==> src/core/dgs_map.svh <==
`ifndef DGS_MAP_SVH
`define DGS_MAP_SVH

// setting codes and limits
`define DGS_NOT_SET 14'h270f
`define DGS_PCT_MAX 14'h0064
`define DGS_GAIN_MAX 14'h03e8
`define DGS_DIA_MIN 14'h0001
`define DGS_DIA_MAX 14'h1999
`define DGS_PCT1_DEFAULT 32'h0000_0021
`define DGS_PCT2_DEFAULT 32'h0000_0042
`define DGS_SET_NEEDED 3'h2
`define DGS_PCT_DIV 32'h0000_000a
`define DGS_MM_TO_TENTHS 32'h0000_000a
`define DGS_ANA_SCALE 32'h0000_0064
`define DGS_ANA_FULL 32'h0000_03e8

// reset values of the settings
`define DGS_TARGET_RESET 14'h0001
`define DGS_MIN_DIA_RESET 14'h0001
`define DGS_MAX_DIA_RESET 14'h03e8
`define DGS_MON_REF_RESET 14'h03e8
`define DGS_NORMAL_GAIN_RESET 14'h0064

// output terminal and monitor selection codes
`define DGS_TERM_POS 8'h34
`define DGS_TERM_NEG 8'h98
`define DGS_SEL_VOLTS 8'h1a
`define DGS_SEL_PCT 8'h1b
`define DGS_SEL_DIA 8'h28
`define DGS_SEL_SETPOINT 8'h34
`define DGS_SEL_MEASURED 8'h35
`define DGS_SEL_DEVIATION 8'h36

// monitor register offsets
`define DGS_REG_VOLTS 16'h9d22
`define DGS_REG_PCT 16'h9d23
`define DGS_REG_TENSION 16'h9d2f
`define DGS_REG_DIA 16'h9d30
`define DGS_REG_MAIN_SPEED 16'h9d31
`define DGS_REG_LINE_SPEED 16'h9d32
`define DGS_REG_DANCER_COMP 16'h9d33
`define DGS_REG_DIA_COMP 16'h9d34
`define DGS_REG_LENGTH 16'h9d35
`define DGS_REG_TENSION2 16'h9d36
`define DGS_REG_SETPOINT 16'h9d3c
`define DGS_REG_MEASURED 16'h9d3d
`define DGS_REG_DEVIATION 16'h9d3e
`define DGS_REG_PULSE 16'h9d46
`define DGS_REG_TENSION_CMD 16'h9d47
`define DGS_REG_MECH_LOSS 16'h9d48
`define DGS_REG_INERTIA 16'h9d49
`define DGS_MON_COUNT 17
`define DGS_MON_LAST 5'h10
`define DGS_IDX_DIA 5'h03

`endif

==> src/core/dgs_pkg.sv <==
package dgs_pkg;

	typedef struct packed {
		logic [13:0] applied_dia1;
		logic [13:0] applied_dia2;
		logic [13:0] gain1;
		logic [13:0] gain2;
		logic [13:0] gain3;
		logic [13:0] gain4;
		logic [13:0] normal_gain1;
		logic [13:0] normal_gain2;
		logic [13:0] target_dia;
		logic [13:0] min_dia;
		logic [13:0] max_dia;
		logic [13:0] dia_mon_ref;
	} dgs_settings_s;

	typedef struct packed {
		logic [15:0] dancer_input_volts;
		logic [15:0] dancer_input_pct;
		logic [15:0] tension_cmd;
		logic [15:0] main_speed;
		logic [15:0] line_speed;
		logic [15:0] dancer_comp_speed;
		logic [15:0] diameter_comp_speed;
		logic [15:0] wound_length;
		logic [15:0] tension_cmd2;
		logic [15:0] dancer_setpoint;
		logic [15:0] dancer_measured;
		logic [15:0] dancer_deviation;
		logic [15:0] line_pulse_rate;
		logic [15:0] tension_command;
		logic [15:0] mech_loss_comp;
		logic [15:0] inertia_comp;
	} dgs_mon_in_s;

	typedef enum logic [1:0] {
		DGS_BP1 = 2'b00,
		DGS_BP2 = 2'b01,
		DGS_GAIN = 2'b10,
		DGS_ANA = 2'b11
	} dgs_step_e;

	typedef struct packed {
		dgs_settings_s set;
		dgs_step_e step;
		logic started;
		logic div_start;
		logic [31:0] div_num;
		logic [31:0] div_den;
		logic [31:0] bp1;
		logic [31:0] bp2;
		logic [31:0] base;
		logic add;
		logic [13:0] dia_gain;
		logic [13:0] p_gain;
		logic gain_active;
		logic reached;
		logic term_out;
		logic [15:0] panel;
		logic [15:0] analog;
		logic [4:0] wr_idx;
		logic rvalid;
		logic rerr;
	} dgs_core_st_s;

endpackage

==> src/core/dgs_divider.sv <==
module dgs_divider #(
	parameter int W = 32
) (
	input wire logic clock,
	input wire logic reset_n,
	input wire logic start,
	input wire logic [W-1:0] num,
	input wire logic [W-1:0] den,
	output logic done,
	output logic [W-1:0] quot
);
	localparam int CW = $clog2(W) + 1;

	typedef struct packed {
		logic busy;
		logic done;
		logic [CW-1:0] cnt;
		logic [W-1:0] rem;
		logic [W-1:0] quo;
	} dgs_div_st_s;

	dgs_div_st_s st_q;
	dgs_div_st_s st_d;
	logic [W:0] rem_sh;

	initial begin
		if (W < 2) begin
			$error("divider width too small");
		end
	end

	// one quotient bit per cycle; a zero divisor must be kept out by the caller
	always_comb begin
		st_d = st_q;
		st_d.done = 1'b0;
		rem_sh = {st_q.rem, st_q.quo[W-1]};
		if (start && !st_q.busy) begin
			st_d.busy = 1'b1;
			st_d.cnt = CW'(W - 1);
			st_d.rem = '0;
			st_d.quo = num;
		end else if (st_q.busy) begin
			st_d.quo = {st_q.quo[W-2:0], 1'b0};
			if (rem_sh >= {1'b0, den}) begin
				st_d.rem = W'(rem_sh - {1'b0, den});
				st_d.quo[0] = 1'b1;
			end else begin
				st_d.rem = rem_sh[W-1:0];
			end
			if (st_q.cnt == '0) begin
				st_d.busy = 1'b0;
				st_d.done = 1'b1;
			end else begin
				st_d.cnt = st_q.cnt - 1'b1;
			end
		end
	end

	always_ff @(posedge clock or negedge reset_n) begin
		if (!reset_n) begin
			st_q <= '0;
		end else begin
			st_q <= st_d;
		end
	end

	assign done = st_q.done;
	assign quot = st_q.quo;
endmodule // dgs_divider

==> src/core/dgs_mon_mem.sv <==
module dgs_mon_mem #(
	parameter int DEPTH = 17,
	parameter int WIDTH = 16
) (
	input wire logic clock,
	input wire logic reset_n,
	input wire logic wr_en,
	input wire logic [4:0] wr_idx,
	input wire logic [WIDTH-1:0] wr_data,
	input wire logic rd_en,
	input wire logic [4:0] rd_idx,
	output logic [WIDTH-1:0] rd_data
);
	typedef struct packed {
		logic [DEPTH-1:0][WIDTH-1:0] mem;
		logic [WIDTH-1:0] rdata;
	} dgs_mem_st_s;

	dgs_mem_st_s st_q;
	dgs_mem_st_s st_d;

	initial begin
		if (DEPTH > 32 || DEPTH < 1) begin
			$error("monitor depth out of range");
		end
	end

	// an out-of-range read index returns zero
	always_comb begin
		st_d = st_q;
		if (wr_en && 32'(wr_idx) < DEPTH) begin
			st_d.mem[wr_idx] = wr_data;
		end
		if (rd_en) begin
			st_d.rdata = (32'(rd_idx) < DEPTH) ? st_q.mem[rd_idx] : '0;
		end
	end

	always_ff @(posedge clock or negedge reset_n) begin
		if (!reset_n) begin
			st_q <= '0;
		end else begin
			st_q <= st_d;
		end
	end

	assign rd_data = st_q.rdata;
endmodule // dgs_mon_mem

==> src/core/dgs_gain_select.sv <==
`include "dgs_map.svh"
module dgs_gain_select (
	input wire logic clock,
	input wire logic reset_n,
	input wire dgs_pkg::dgs_settings_s settings,
	input wire logic settings_wr,
	input wire logic [15:0] winding_dia,
	input wire logic diam_calc_enable,
	input wire logic vector_mode,
	input wire logic diameter_gain_disable_in,
	input wire logic second_set_select_in,
	input wire logic [7:0] out_term_code,
	input wire dgs_pkg::dgs_mon_in_s mon_in,
	input wire logic [7:0] panel_select_code,
	input wire logic [15:0] reg_addr,
	input wire logic reg_rd,
	output logic [13:0] speed_p_gain,
	output logic diameter_gain_active,
	output logic target_diameter_reached_out,
	output logic output_terminal,
	output logic [15:0] front_panel_display,
	output logic [15:0] analog_monitor_output,
	output logic [15:0] reg_rdata,
	output logic reg_rvalid,
	output logic reg_err
);
	dgs_pkg::dgs_core_st_s st_q;
	dgs_pkg::dgs_core_st_s st_d;

	logic div_done;
	logic [31:0] div_quot;
	logic [15:0] dia_mon;
	logic [`DGS_MON_COUNT-1:0][15:0] mon_vals;
	logic [4:0] rd_idx;
	logic rd_hit;
	logic [31:0] min10;
	logic [31:0] max10;
	logic [31:0] dia_c;
	logic [31:0] p1;
	logic [31:0] p2;
	logic [31:0] span;
	logic [13:0] g1;
	logic [13:0] g2;
	logic [13:0] g3;
	logic [13:0] g4;
	logic [13:0] ga;
	logic [13:0] gb;
	logic [31:0] lo;
	logic [31:0] hi;
	logic [2:0] set_cnt;
	logic use_dia;
	logic [13:0] normal_gain;
	logic [31:0] sum;

	function automatic logic pct_ok(input logic [13:0] v);
		return v <= `DGS_PCT_MAX || v == `DGS_NOT_SET;
	endfunction

	function automatic logic gain_ok(input logic [13:0] v);
		return v <= `DGS_GAIN_MAX || v == `DGS_NOT_SET;
	endfunction

	function automatic logic dia_ok(input logic [13:0] v);
		return v >= `DGS_DIA_MIN && v <= `DGS_DIA_MAX;
	endfunction

	dgs_divider #(
		.W(32)
	) u_div (
		.clock(clock),
		.reset_n(reset_n),
		.start(st_q.div_start),
		.num(st_q.div_num),
		.den(st_q.div_den),
		.done(div_done),
		.quot(div_quot)
	);

	dgs_mon_mem #(
		.DEPTH(`DGS_MON_COUNT),
		.WIDTH(16)
	) u_mem (
		.clock(clock),
		.reset_n(reset_n),
		.wr_en(1'b1),
		.wr_idx(st_q.wr_idx),
		.wr_data(mon_vals[st_q.wr_idx]),
		.rd_en(reg_rd),
		.rd_idx(rd_idx),
		.rd_data(reg_rdata)
	);

	// diameter monitor reads zero while the calculation is off
	assign dia_mon = diam_calc_enable ? winding_dia : 16'h0000;

	assign mon_vals = {mon_in.inertia_comp, mon_in.mech_loss_comp, mon_in.tension_command,
		mon_in.line_pulse_rate, mon_in.dancer_deviation, mon_in.dancer_measured,
		mon_in.dancer_setpoint, mon_in.tension_cmd2, mon_in.wound_length,
		mon_in.diameter_comp_speed, mon_in.dancer_comp_speed, mon_in.line_speed,
		mon_in.main_speed, dia_mon, mon_in.tension_cmd, mon_in.dancer_input_pct,
		mon_in.dancer_input_volts};

	always_comb begin
		rd_hit = 1'b1;
		unique case (reg_addr)
			`DGS_REG_VOLTS: rd_idx = 5'h00;
			`DGS_REG_PCT: rd_idx = 5'h01;
			`DGS_REG_TENSION: rd_idx = 5'h02;
			`DGS_REG_DIA: rd_idx = `DGS_IDX_DIA;
			`DGS_REG_MAIN_SPEED: rd_idx = 5'h04;
			`DGS_REG_LINE_SPEED: rd_idx = 5'h05;
			`DGS_REG_DANCER_COMP: rd_idx = 5'h06;
			`DGS_REG_DIA_COMP: rd_idx = 5'h07;
			`DGS_REG_LENGTH: rd_idx = 5'h08;
			`DGS_REG_TENSION2: rd_idx = 5'h09;
			`DGS_REG_SETPOINT: rd_idx = 5'h0a;
			`DGS_REG_MEASURED: rd_idx = 5'h0b;
			`DGS_REG_DEVIATION: rd_idx = 5'h0c;
			`DGS_REG_PULSE: rd_idx = 5'h0d;
			`DGS_REG_TENSION_CMD: rd_idx = 5'h0e;
			`DGS_REG_MECH_LOSS: rd_idx = 5'h0f;
			`DGS_REG_INERTIA: rd_idx = `DGS_MON_LAST;
			default: begin
				rd_idx = 5'h1f;
				rd_hit = 1'b0;
			end
		endcase
	end

	// operands of the gain curve, diameters in 0.1 mm except span, which stays in whole mm
	always_comb begin
		min10 = 32'(st_q.set.min_dia) * `DGS_MM_TO_TENTHS;
		max10 = 32'(st_q.set.max_dia) * `DGS_MM_TO_TENTHS;
		span = (st_q.set.max_dia > st_q.set.min_dia) ?
			32'(st_q.set.max_dia - st_q.set.min_dia) : 32'h0;
		p1 = (st_q.set.applied_dia1 == `DGS_NOT_SET) ?
			`DGS_PCT1_DEFAULT : 32'(st_q.set.applied_dia1);
		p2 = (st_q.set.applied_dia2 == `DGS_NOT_SET) ?
			`DGS_PCT2_DEFAULT : 32'(st_q.set.applied_dia2);
		set_cnt = 3'(st_q.set.gain1 != `DGS_NOT_SET) + 3'(st_q.set.gain2 != `DGS_NOT_SET)
			+ 3'(st_q.set.gain3 != `DGS_NOT_SET) + 3'(st_q.set.gain4 != `DGS_NOT_SET);
		normal_gain = second_set_select_in ?
			st_q.set.normal_gain2 : st_q.set.normal_gain1;
		// an unset curve gain takes the normal gain in force
		g1 = (st_q.set.gain1 == `DGS_NOT_SET) ? normal_gain : st_q.set.gain1;
		g2 = (st_q.set.gain2 == `DGS_NOT_SET) ? normal_gain : st_q.set.gain2;
		g3 = (st_q.set.gain3 == `DGS_NOT_SET) ? normal_gain : st_q.set.gain3;
		g4 = (st_q.set.gain4 == `DGS_NOT_SET) ? normal_gain : st_q.set.gain4;
		use_dia = set_cnt >= `DGS_SET_NEEDED
			&& diam_calc_enable && !diameter_gain_disable_in
			&& vector_mode;
		dia_c = (32'(winding_dia) < min10) ? min10 :
			(32'(winding_dia) > max10) ? max10 : 32'(winding_dia);
		if (dia_c < st_q.bp1) begin
			lo = min10;
			hi = st_q.bp1;
			ga = g1;
			gb = g2;
		end else if (dia_c < st_q.bp2) begin
			lo = st_q.bp1;
			hi = st_q.bp2;
			ga = g2;
			gb = g3;
		end else begin
			lo = st_q.bp2;
			hi = max10;
			// equal breakpoints: the larger of gains 3 and 4 holds there
			ga = (p1 == p2 && g4 > g3) ? g4 : g3;
			gb = g4;
		end
		sum = st_q.add ? st_q.base + div_quot : st_q.base - div_quot;
	end

	always_comb begin
		st_d = st_q;
		st_d.div_start = 1'b0;
		// a setting outside its range is refused and the old value kept
		if (settings_wr) begin
			if (pct_ok(settings.applied_dia1)) st_d.set.applied_dia1 = settings.applied_dia1;
			if (pct_ok(settings.applied_dia2)) st_d.set.applied_dia2 = settings.applied_dia2;
			if (gain_ok(settings.gain1)) st_d.set.gain1 = settings.gain1;
			if (gain_ok(settings.gain2)) st_d.set.gain2 = settings.gain2;
			if (gain_ok(settings.gain3)) st_d.set.gain3 = settings.gain3;
			if (gain_ok(settings.gain4)) st_d.set.gain4 = settings.gain4;
			if (settings.normal_gain1 <= `DGS_GAIN_MAX) st_d.set.normal_gain1 = settings.normal_gain1;
			if (settings.normal_gain2 <= `DGS_GAIN_MAX) st_d.set.normal_gain2 = settings.normal_gain2;
			if (dia_ok(settings.target_dia)) st_d.set.target_dia = settings.target_dia;
			if (dia_ok(settings.min_dia)) st_d.set.min_dia = settings.min_dia;
			if (dia_ok(settings.max_dia)) st_d.set.max_dia = settings.max_dia;
			if (dia_ok(settings.dia_mon_ref)) st_d.set.dia_mon_ref = settings.dia_mon_ref;
		end
		// the curve is recomputed in a loop; each step costs one division
		if (!st_q.started) begin
			st_d.started = 1'b1;
			st_d.div_start = 1'b1;
			st_d.add = 1'b1;
			unique case (st_q.step)
				dgs_pkg::DGS_BP1: begin
					st_d.div_num = span * p1;
					st_d.div_den = `DGS_PCT_DIV;
					st_d.base = min10;
				end
				dgs_pkg::DGS_BP2: begin
					st_d.div_num = span * p2;
					st_d.div_den = `DGS_PCT_DIV;
					st_d.base = min10;
				end
				dgs_pkg::DGS_GAIN: begin
					st_d.base = 32'(ga);
					st_d.add = gb >= ga;
					st_d.div_den = (hi > lo) ? hi - lo : 32'h1;
					st_d.div_num = (hi > lo) ? 32'(st_d.add ? gb - ga : ga - gb) * (dia_c - lo)
						: 32'h0;
				end
				dgs_pkg::DGS_ANA: begin
					st_d.div_num = 32'(dia_mon) * `DGS_ANA_SCALE;
					st_d.div_den = 32'(st_q.set.dia_mon_ref);
					st_d.base = 32'h0;
				end
			endcase
		end else if (div_done) begin
			st_d.started = 1'b0;
			unique case (st_q.step)
				dgs_pkg::DGS_BP1: begin
					st_d.bp1 = sum;
					st_d.step = dgs_pkg::DGS_BP2;
				end
				dgs_pkg::DGS_BP2: begin
					st_d.bp2 = sum;
					st_d.step = dgs_pkg::DGS_GAIN;
				end
				dgs_pkg::DGS_GAIN: begin
					st_d.dia_gain = sum[13:0];
					st_d.step = dgs_pkg::DGS_ANA;
				end
				dgs_pkg::DGS_ANA: begin
					st_d.analog = (sum > `DGS_ANA_FULL) ? 16'(`DGS_ANA_FULL) : sum[15:0];
					st_d.step = dgs_pkg::DGS_BP1;
				end
			endcase
		end
		st_d.gain_active = use_dia;
		st_d.p_gain = use_dia ? st_q.dia_gain : normal_gain;
		st_d.reached = 18'(winding_dia) > 18'(st_q.set.target_dia) * 18'(`DGS_MM_TO_TENTHS);
		st_d.term_out = (out_term_code == `DGS_TERM_POS) ? st_d.reached :
			(out_term_code == `DGS_TERM_NEG) ? !st_d.reached : 1'b0;
		unique case (panel_select_code)
			`DGS_SEL_VOLTS: st_d.panel = mon_in.dancer_input_volts;
			`DGS_SEL_PCT: st_d.panel = mon_in.dancer_input_pct;
			`DGS_SEL_DIA: st_d.panel = dia_mon;
			`DGS_SEL_SETPOINT: st_d.panel = mon_in.dancer_setpoint;
			`DGS_SEL_MEASURED: st_d.panel = mon_in.dancer_measured;
			`DGS_SEL_DEVIATION: st_d.panel = mon_in.dancer_deviation;
			default: st_d.panel = 16'h0000;
		endcase
		// monitor copies refresh one word per cycle, so reads lag by up to 17 cycles
		st_d.wr_idx = (st_q.wr_idx == `DGS_MON_LAST) ? 5'h00 : st_q.wr_idx + 5'h01;
		st_d.rvalid = reg_rd;
		st_d.rerr = reg_rd && !rd_hit;
	end

	always_ff @(posedge clock or negedge reset_n) begin
		if (!reset_n) begin
			st_q <= '0;
			st_q.set.applied_dia1 <= `DGS_NOT_SET;
			st_q.set.applied_dia2 <= `DGS_NOT_SET;
			st_q.set.gain1 <= `DGS_NOT_SET;
			st_q.set.gain2 <= `DGS_NOT_SET;
			st_q.set.gain3 <= `DGS_NOT_SET;
			st_q.set.gain4 <= `DGS_NOT_SET;
			st_q.set.normal_gain1 <= `DGS_NORMAL_GAIN_RESET;
			st_q.set.normal_gain2 <= `DGS_NORMAL_GAIN_RESET;
			st_q.set.target_dia <= `DGS_TARGET_RESET;
			st_q.set.min_dia <= `DGS_MIN_DIA_RESET;
			st_q.set.max_dia <= `DGS_MAX_DIA_RESET;
			st_q.set.dia_mon_ref <= `DGS_MON_REF_RESET;
			st_q.p_gain <= `DGS_NORMAL_GAIN_RESET;
			st_q.step <= dgs_pkg::DGS_BP1;
		end else begin
			st_q <= st_d;
		end
	end

	assign speed_p_gain = st_q.p_gain;
	assign diameter_gain_active = st_q.gain_active;
	assign target_diameter_reached_out = st_q.reached;
	assign output_terminal = st_q.term_out;
	assign front_panel_display = st_q.panel;
	assign analog_monitor_output = st_q.analog;
	assign reg_rvalid = st_q.rvalid;
	assign reg_err = st_q.rerr;
endmodule // dgs_gain_select

==> config.mk <==
export PLATFORM = sky130hd
export DESIGN_NAME = dgs_gain_select
export DESIGN_NICKNAME = d
export VERILOG_FILES = /design/src/core/dgs_pkg.sv /design/src/core/dgs_divider.sv /design/src/core/dgs_mon_mem.sv /design/src/core/dgs_gain_select.sv
export VERILOG_INCLUDE_DIRS = /design/src /design/src/core
export SDC_FILE = /design/constraint.sdc
export NUM_CORES = 2
export LEC_CHECK = 0
export BUFFER_PORTS_ARGS = -buffer_cell sky130_fd_sc_hd__buf_2
export CORE_ASPECT_RATIO = 0.5
export CORE_MARGIN = 2
export CORE_UTILIZATION = 40
export CTS_BUF_LIST = sky130_fd_sc_hd__clkbuf_8 sky130_fd_sc_hd__clkbuf_16
export CTS_CLUSTER_DIAMETER = 120
export CTS_CLUSTER_SIZE = 40
export DETAILED_ROUTE_END_ITERATION = 10
export GPL_TIMING_DRIVEN = 0
export MAX_ROUTING_LAYER = met4
export PLACE_DENSITY_LB_ADDON = 0.2
export SYNTH_ARGS = -nofsm -noshare
export SYNTH_HDL_FRONTEND = slang
export SYNTH_HIERARCHICAL = 1
export SYNTH_SLANG_ARGS = --single-unit
==> constraint.sdc <==
create_clock -name clock -period 22.6 [get_ports clock]
set_input_delay 1.13 -clock clock [delete_from_list [all_inputs] [get_ports clock]]
set_output_delay 1.13 -clock clock [all_outputs]
set_load 0.1 [all_outputs]
Word-level counts from Yosys, hierarchy flattened
Index checks and enable logic that the tools add are counted.

Bits in registers: 763. Output and inout bits: 67.

$add $sub $neg: 13. $mul: 7. $lt $le $gt $ge: 33. Equality and inequality tests: 47. Muxes and demuxes: 55. Reduce and logical (&&, ||, !) cells: 44.

Operators by type and width (count): $mux W32 (10); $bwmux W272 (1); $eq A16 B16 Y1 const B (17); $pmux W64 S4 (1); $mux W14 (13); $eq A14 B14 Y1 const B (12); $bmux W16 S5 (2); $mux W16 (6); $pmux W16 S6 (1); $pmux W32 S3 (1); $sub A32 B32 Y32 (3); $pmux W5 S17 (1); $le A14 B10 Y1 const B (6); $demux W16 S5 (1); $mux W72 (1); $mux W70 (1); $mux W65 (1); $lt A18 B32 Y1 (2); $mul A32 B14 Y32 (2); $ge A14 B1 Y1 const B (4); $le A14 B13 Y1 const B (4); $ne A14 B14 Y1 const B (4); $mul A14 B3 Y17 const B (3); $sub A14 B14 Y15 (3); 45 further kinds (99).

Depth between registers and ports, before layout
Depth in word-level cells: 13. Mapped depth: 79.

Modules after synthesis
The synthesis kept the hierarchy.

Modules (own cells, without submodules): dgs_gain_select (times used 1, cells each 6959, area an instance 62177.1 µm²); dgs_mon_mem (times used 1, cells each 853, area an instance 12981.2 µm²); dgs_divider (times used 1, cells each 650, area an instance 5555.3 µm²).

Worst setup path before layout
OpenSTA, ideal clock, no wires.

Kind: flip-flop to flip-flop. Start: register, netlist name st_q[252]. End: register, netlist name st_q[229]. Data arrival time: 16.377 ns. Data required time: 22.455 ns. Setup slack: 6.078 ns. Stages on the path, launching flop included: 74. Path buffers: 7. Cell sequence: dfstp_2 > ha_1 > ha_1 > fa_1 > a211oi_1 > o21ai_0 > a31oi_1 > o21bai_1 > a21oi_1 > xnor2_1 > inv_1 > ha_1 > nand4_1 > nor4_1 > nand3_1 > nand4_1 > clkbuf_1 > clkbuf_1 > [38 not listed] > fa_1 > inv_1 > fa_1 > inv_1 > fa_1 > fa_1 > ha_1 > and3_1 > a21oi_1 > o21ai_0 > o41ai_1 > o21ai_0 > a31oi_1 > o21ai_0 > a21oi_1 > xnor2_1 > a221oi_1 > a311oi_1.

==> results.cfg <==
[yosys]
netlist.area_leader.share_pct = 21.0
synth_seq_area_share_pct = 23.3
synth_ff_type = dfrtp_1
synth_compound_area_share_pct = 12.1
avgSynthCellArea_um2 = 9.54
synthCells = 8462
synth_edf_count = 0
yosys_warnings = 6
synth_cell_types = 114
synth_mux_area_share_pct = 11.1
synth_top_family_by_area = adder cells
synthAdderAreaFrac_pct = 29.5
synthArstFlopShare_pct = 100
synth_area_leader_cell = dfrtp_1
ys_top_cells_by_area = dfrtp_1 21%, fa_1 20%, ha_1 9.4%, mux2_2 6.1%, inv_1 5.2%
synth_area_um2 = 80700
synth_seq_cells = 749
synthXorXnorAreaFrac_pct = 3.66
synth-simple-area-share_pct = 12.3

[worst_setup_path]
crit_path_top_delay_cell = clkbuf_1
critPathLaunchType = flip-flop
cp-end-kind = flip-flop
path_max_fanout = 10
crit_buf_inv = 14
critPathKind = reg2reg
max_stage_delay_ns = 0.79
crit_family = compound AO/OA/AOI/OAI gates
worst_ep_arrival_time_ns = 22.12
required_ns = 23.21

[floorplanning]
pin_count = 547
die_y_um = 322
std_cell_rows = 116
fp.dieW_um = 639
start_util_pct = 40.3
core_region_area_um2 = 200000
die-area_um2 = 206000

[cts]
ctsResizeCount = 0
cts_max_path_buffers = 3
numCtsBuffers = 24
cts-root-buf = clkbuf_16
cts_hold_buf = 0
ctsHtreeMaxLevel = 1
cts_tree = yes
clk_pin_slew_ns = 0.16
clkSinkCount = 749
clock_latency_ns = 0.72
postCtsSetupBuffers = 0

[outcome]
outcome = finished, final reports clean

[routing]
route.detailed.drc = 0
via_count = 65968
vias_per_cell = 5.62
first_pass_iters = 7
wl_per_cell_um = 25.7
drtIter0Drc = 6310
postRouteAntennaNets = 0
wirelength_um = 302000

[global_route]
track_usage_pct = 30.2
grt_start_max_net_pins = 124
grt_pass1_vias = 66080
grt-busiest-layer = met2
use_met2_pct = 46.0
grt_pass1_wl_um = 446000
overflow = 0
gr-usage-met1_pct = 41.0
grt_util_met3_pct = 5.19
antenna_found_initial = 27

[timing]
fmax_ghz = 0.0465
fin_ws_ns = 1.09
setup_viol = 0
fin_tns_setup_ns = 0
period_minus_slack_ns = 21.51
finalHoldViolCount = 0
rsz0062_at_grt = no
slew_headroom_pct = 2.46
finalMaxSlewViolations = 0
tightest_slew_ns = 1.46
skew_ns = 0.0391
period_share_pct = 95.2

[place]
portBuffers = 543
gp_congestion = 1.00
post_dp_cell_area_um2 = 87100
dp_hpwl_um = 251000
dp_worst_setup_slack_ns = 1.12

[final_layout]
fillCellCount = 19769
areaGrowthSynthToFinish_pct = 9.02
fin_nets = 10961
drive_gt1_share_pct = 16.5
design_area_um2 = 88000

[hold_path]
worstHoldPathType = in2async

[flow_run]
cap_violations = 0
==> logic make-up (layout without fill, tap and decap cells) <==
logic type               count (synthesis)  after routing
AO/OA/AOI/OAI                         1537           1537
XOR/XNOR                               333            333
adder cells (fa/ha/maj)               1417           1417
buffers and inverters                 1602           2205
flip-flops                             749            749
multiplexers                           692            692
other                                    1             28
AND/OR/NAND/NOR                       2131           2131
==> cells in the final DEF, fill, tap and decap left out, types with 30 or more instances in the layout <==
cell type / netlist / routed
o21ai_0: 396 / 391
a21o_1: 123 / 123
xor2_1: 108 / 105
fa_1: 809 / 809
nand4_1: 71 / 71
a21oi_1: 413 / 413
o21a_1: 57 / 57
a31oi_1: 50 / 50
nand2_1: 760 / 760
nand2b_1: 69 / 69
a22oi_1: 54 / 54
and3_1: 71 / 71
dfrtp_1: 678 / 678
nor2_1: 613 / 613
nand3_1: 78 / 78
nor2b_1: 84 / 84
o21bai_1: 39 / 39
xnor2_1: 222 / 221
or3_1: 30 / 30
ha_1: 607 / 607
mux2_2: 439 / 439
mux4_2: 118 / 118
nor4_1: 49 / 48
o211ai_1: 30 / 30
a211oi_1: 57 / 57
dfstp_2: 71 / 71
and2_1: 74 / 74
buf_4: 101 / 107
mux2i_1: 135 / 135
buf_2: 46 / 589
clkbuf_1: 306 / 298
a221oi_1: 33 / 32
inv_1: 1115 / 1127
nor3_1: 80 / 78
or2_2: 61 / 61
o22ai_1: 51 / 51
==> final cells by class <==
| class | instances | area [um^2] | share of cell area, % |
|---|---|---|---|
| diodes | 9 | 22.5 | 0.0256 |
| plain buffers | 485 | 2330 | 2.65 |
| clock buffers | 24 | 601 | 0.683 |
| clock inverters | 20 | 173 | 0.196 |
| inverters | 1117 | 4190 | 4.76 |
| multi-input cells | 6129 | 55500 | 63.1 |
| flip-flops and latches | 749 | 18800 | 21.4 |
| well taps | 2655 | 3320 | 3.78 |
| repair buffers | 559 | 3000 | 3.41 |
==> synth_stat cells (118+ instances only) <==
cell type	count
a21o_1	123
xnor2_1	222
a21oi_1	413
fa_1	809
mux4_2	118
mux2i_1	135
inv_1	1115
nand2_1	760
mux2_2	439
dfrtp_1	678
o21ai_0	396
ha_1	607
nor2_1	613
clkbuf_1	306
==> sequential cells by signal (all words and copies together), names as in the netlist <==
signal,cells
analog_monitor_output,16
diameter_gain_active,1
front_panel_display,16
output_terminal,1
reg_err,1
reg_rvalid,1
speed_p_gain,14
st_q,338
target_diameter_reached_out,1
u_div/done,1
u_div/quot,32
u_div/rem_sh,32
u_div/st_q,7
u_mem/rd_data,16
u_mem/st_q,272
==> metal layers <==
metal,up-vias,wire (um)
met3,421,23700
met2,2442,135000
li1,29525,-
met5,-,0
met4,0,11400
met1,33580,132000
==> path summary, 6_finish.rpt <==
kind,startpoint,endpoint,slack (ns),cells past startpoint
max,st_q[256],st_q[230],1.09,73
min reg2reg,st_q[315],st_q[315],0.50,1
max in group asynchronous,reset_n,st_q[387],20.14,4
min in group clock,st_q[315],st_q[315],0.50,1
min,reset_n,u_mem/st_q[175],0.36,1
max reg2reg,st_q[256],st_q[230],1.09,73
==> worst register-to-register path: cells and delay by family (launching register included) <==
family          cells  cell delay, ns
flops               1            0.73
compound gates     28            7.64
buf+inv            14            3.66
simple gates       12            2.15
fa+ha+maj          14            5.45
mux                 1            0.52
xor+xnor            4            1.27
==> metrics by stage <==
stage | utilization (%) | hold slack [ns] | std cells
floorplan | - | 0.446 | 8480
global placement | 43.3 | 0.463 | 11678
detailed placement | 43.5 | 0.467 | 11693
CTS | 43.9 | 0.357 | 11737
global route | 43.9 | 0.371 | 11746
finish | 43.9 | 0.357 | 11747
Power is left out: the tool's default activity adds up to more than one toggle a clock period on the data nets, which glitch-free logic cannot reach.
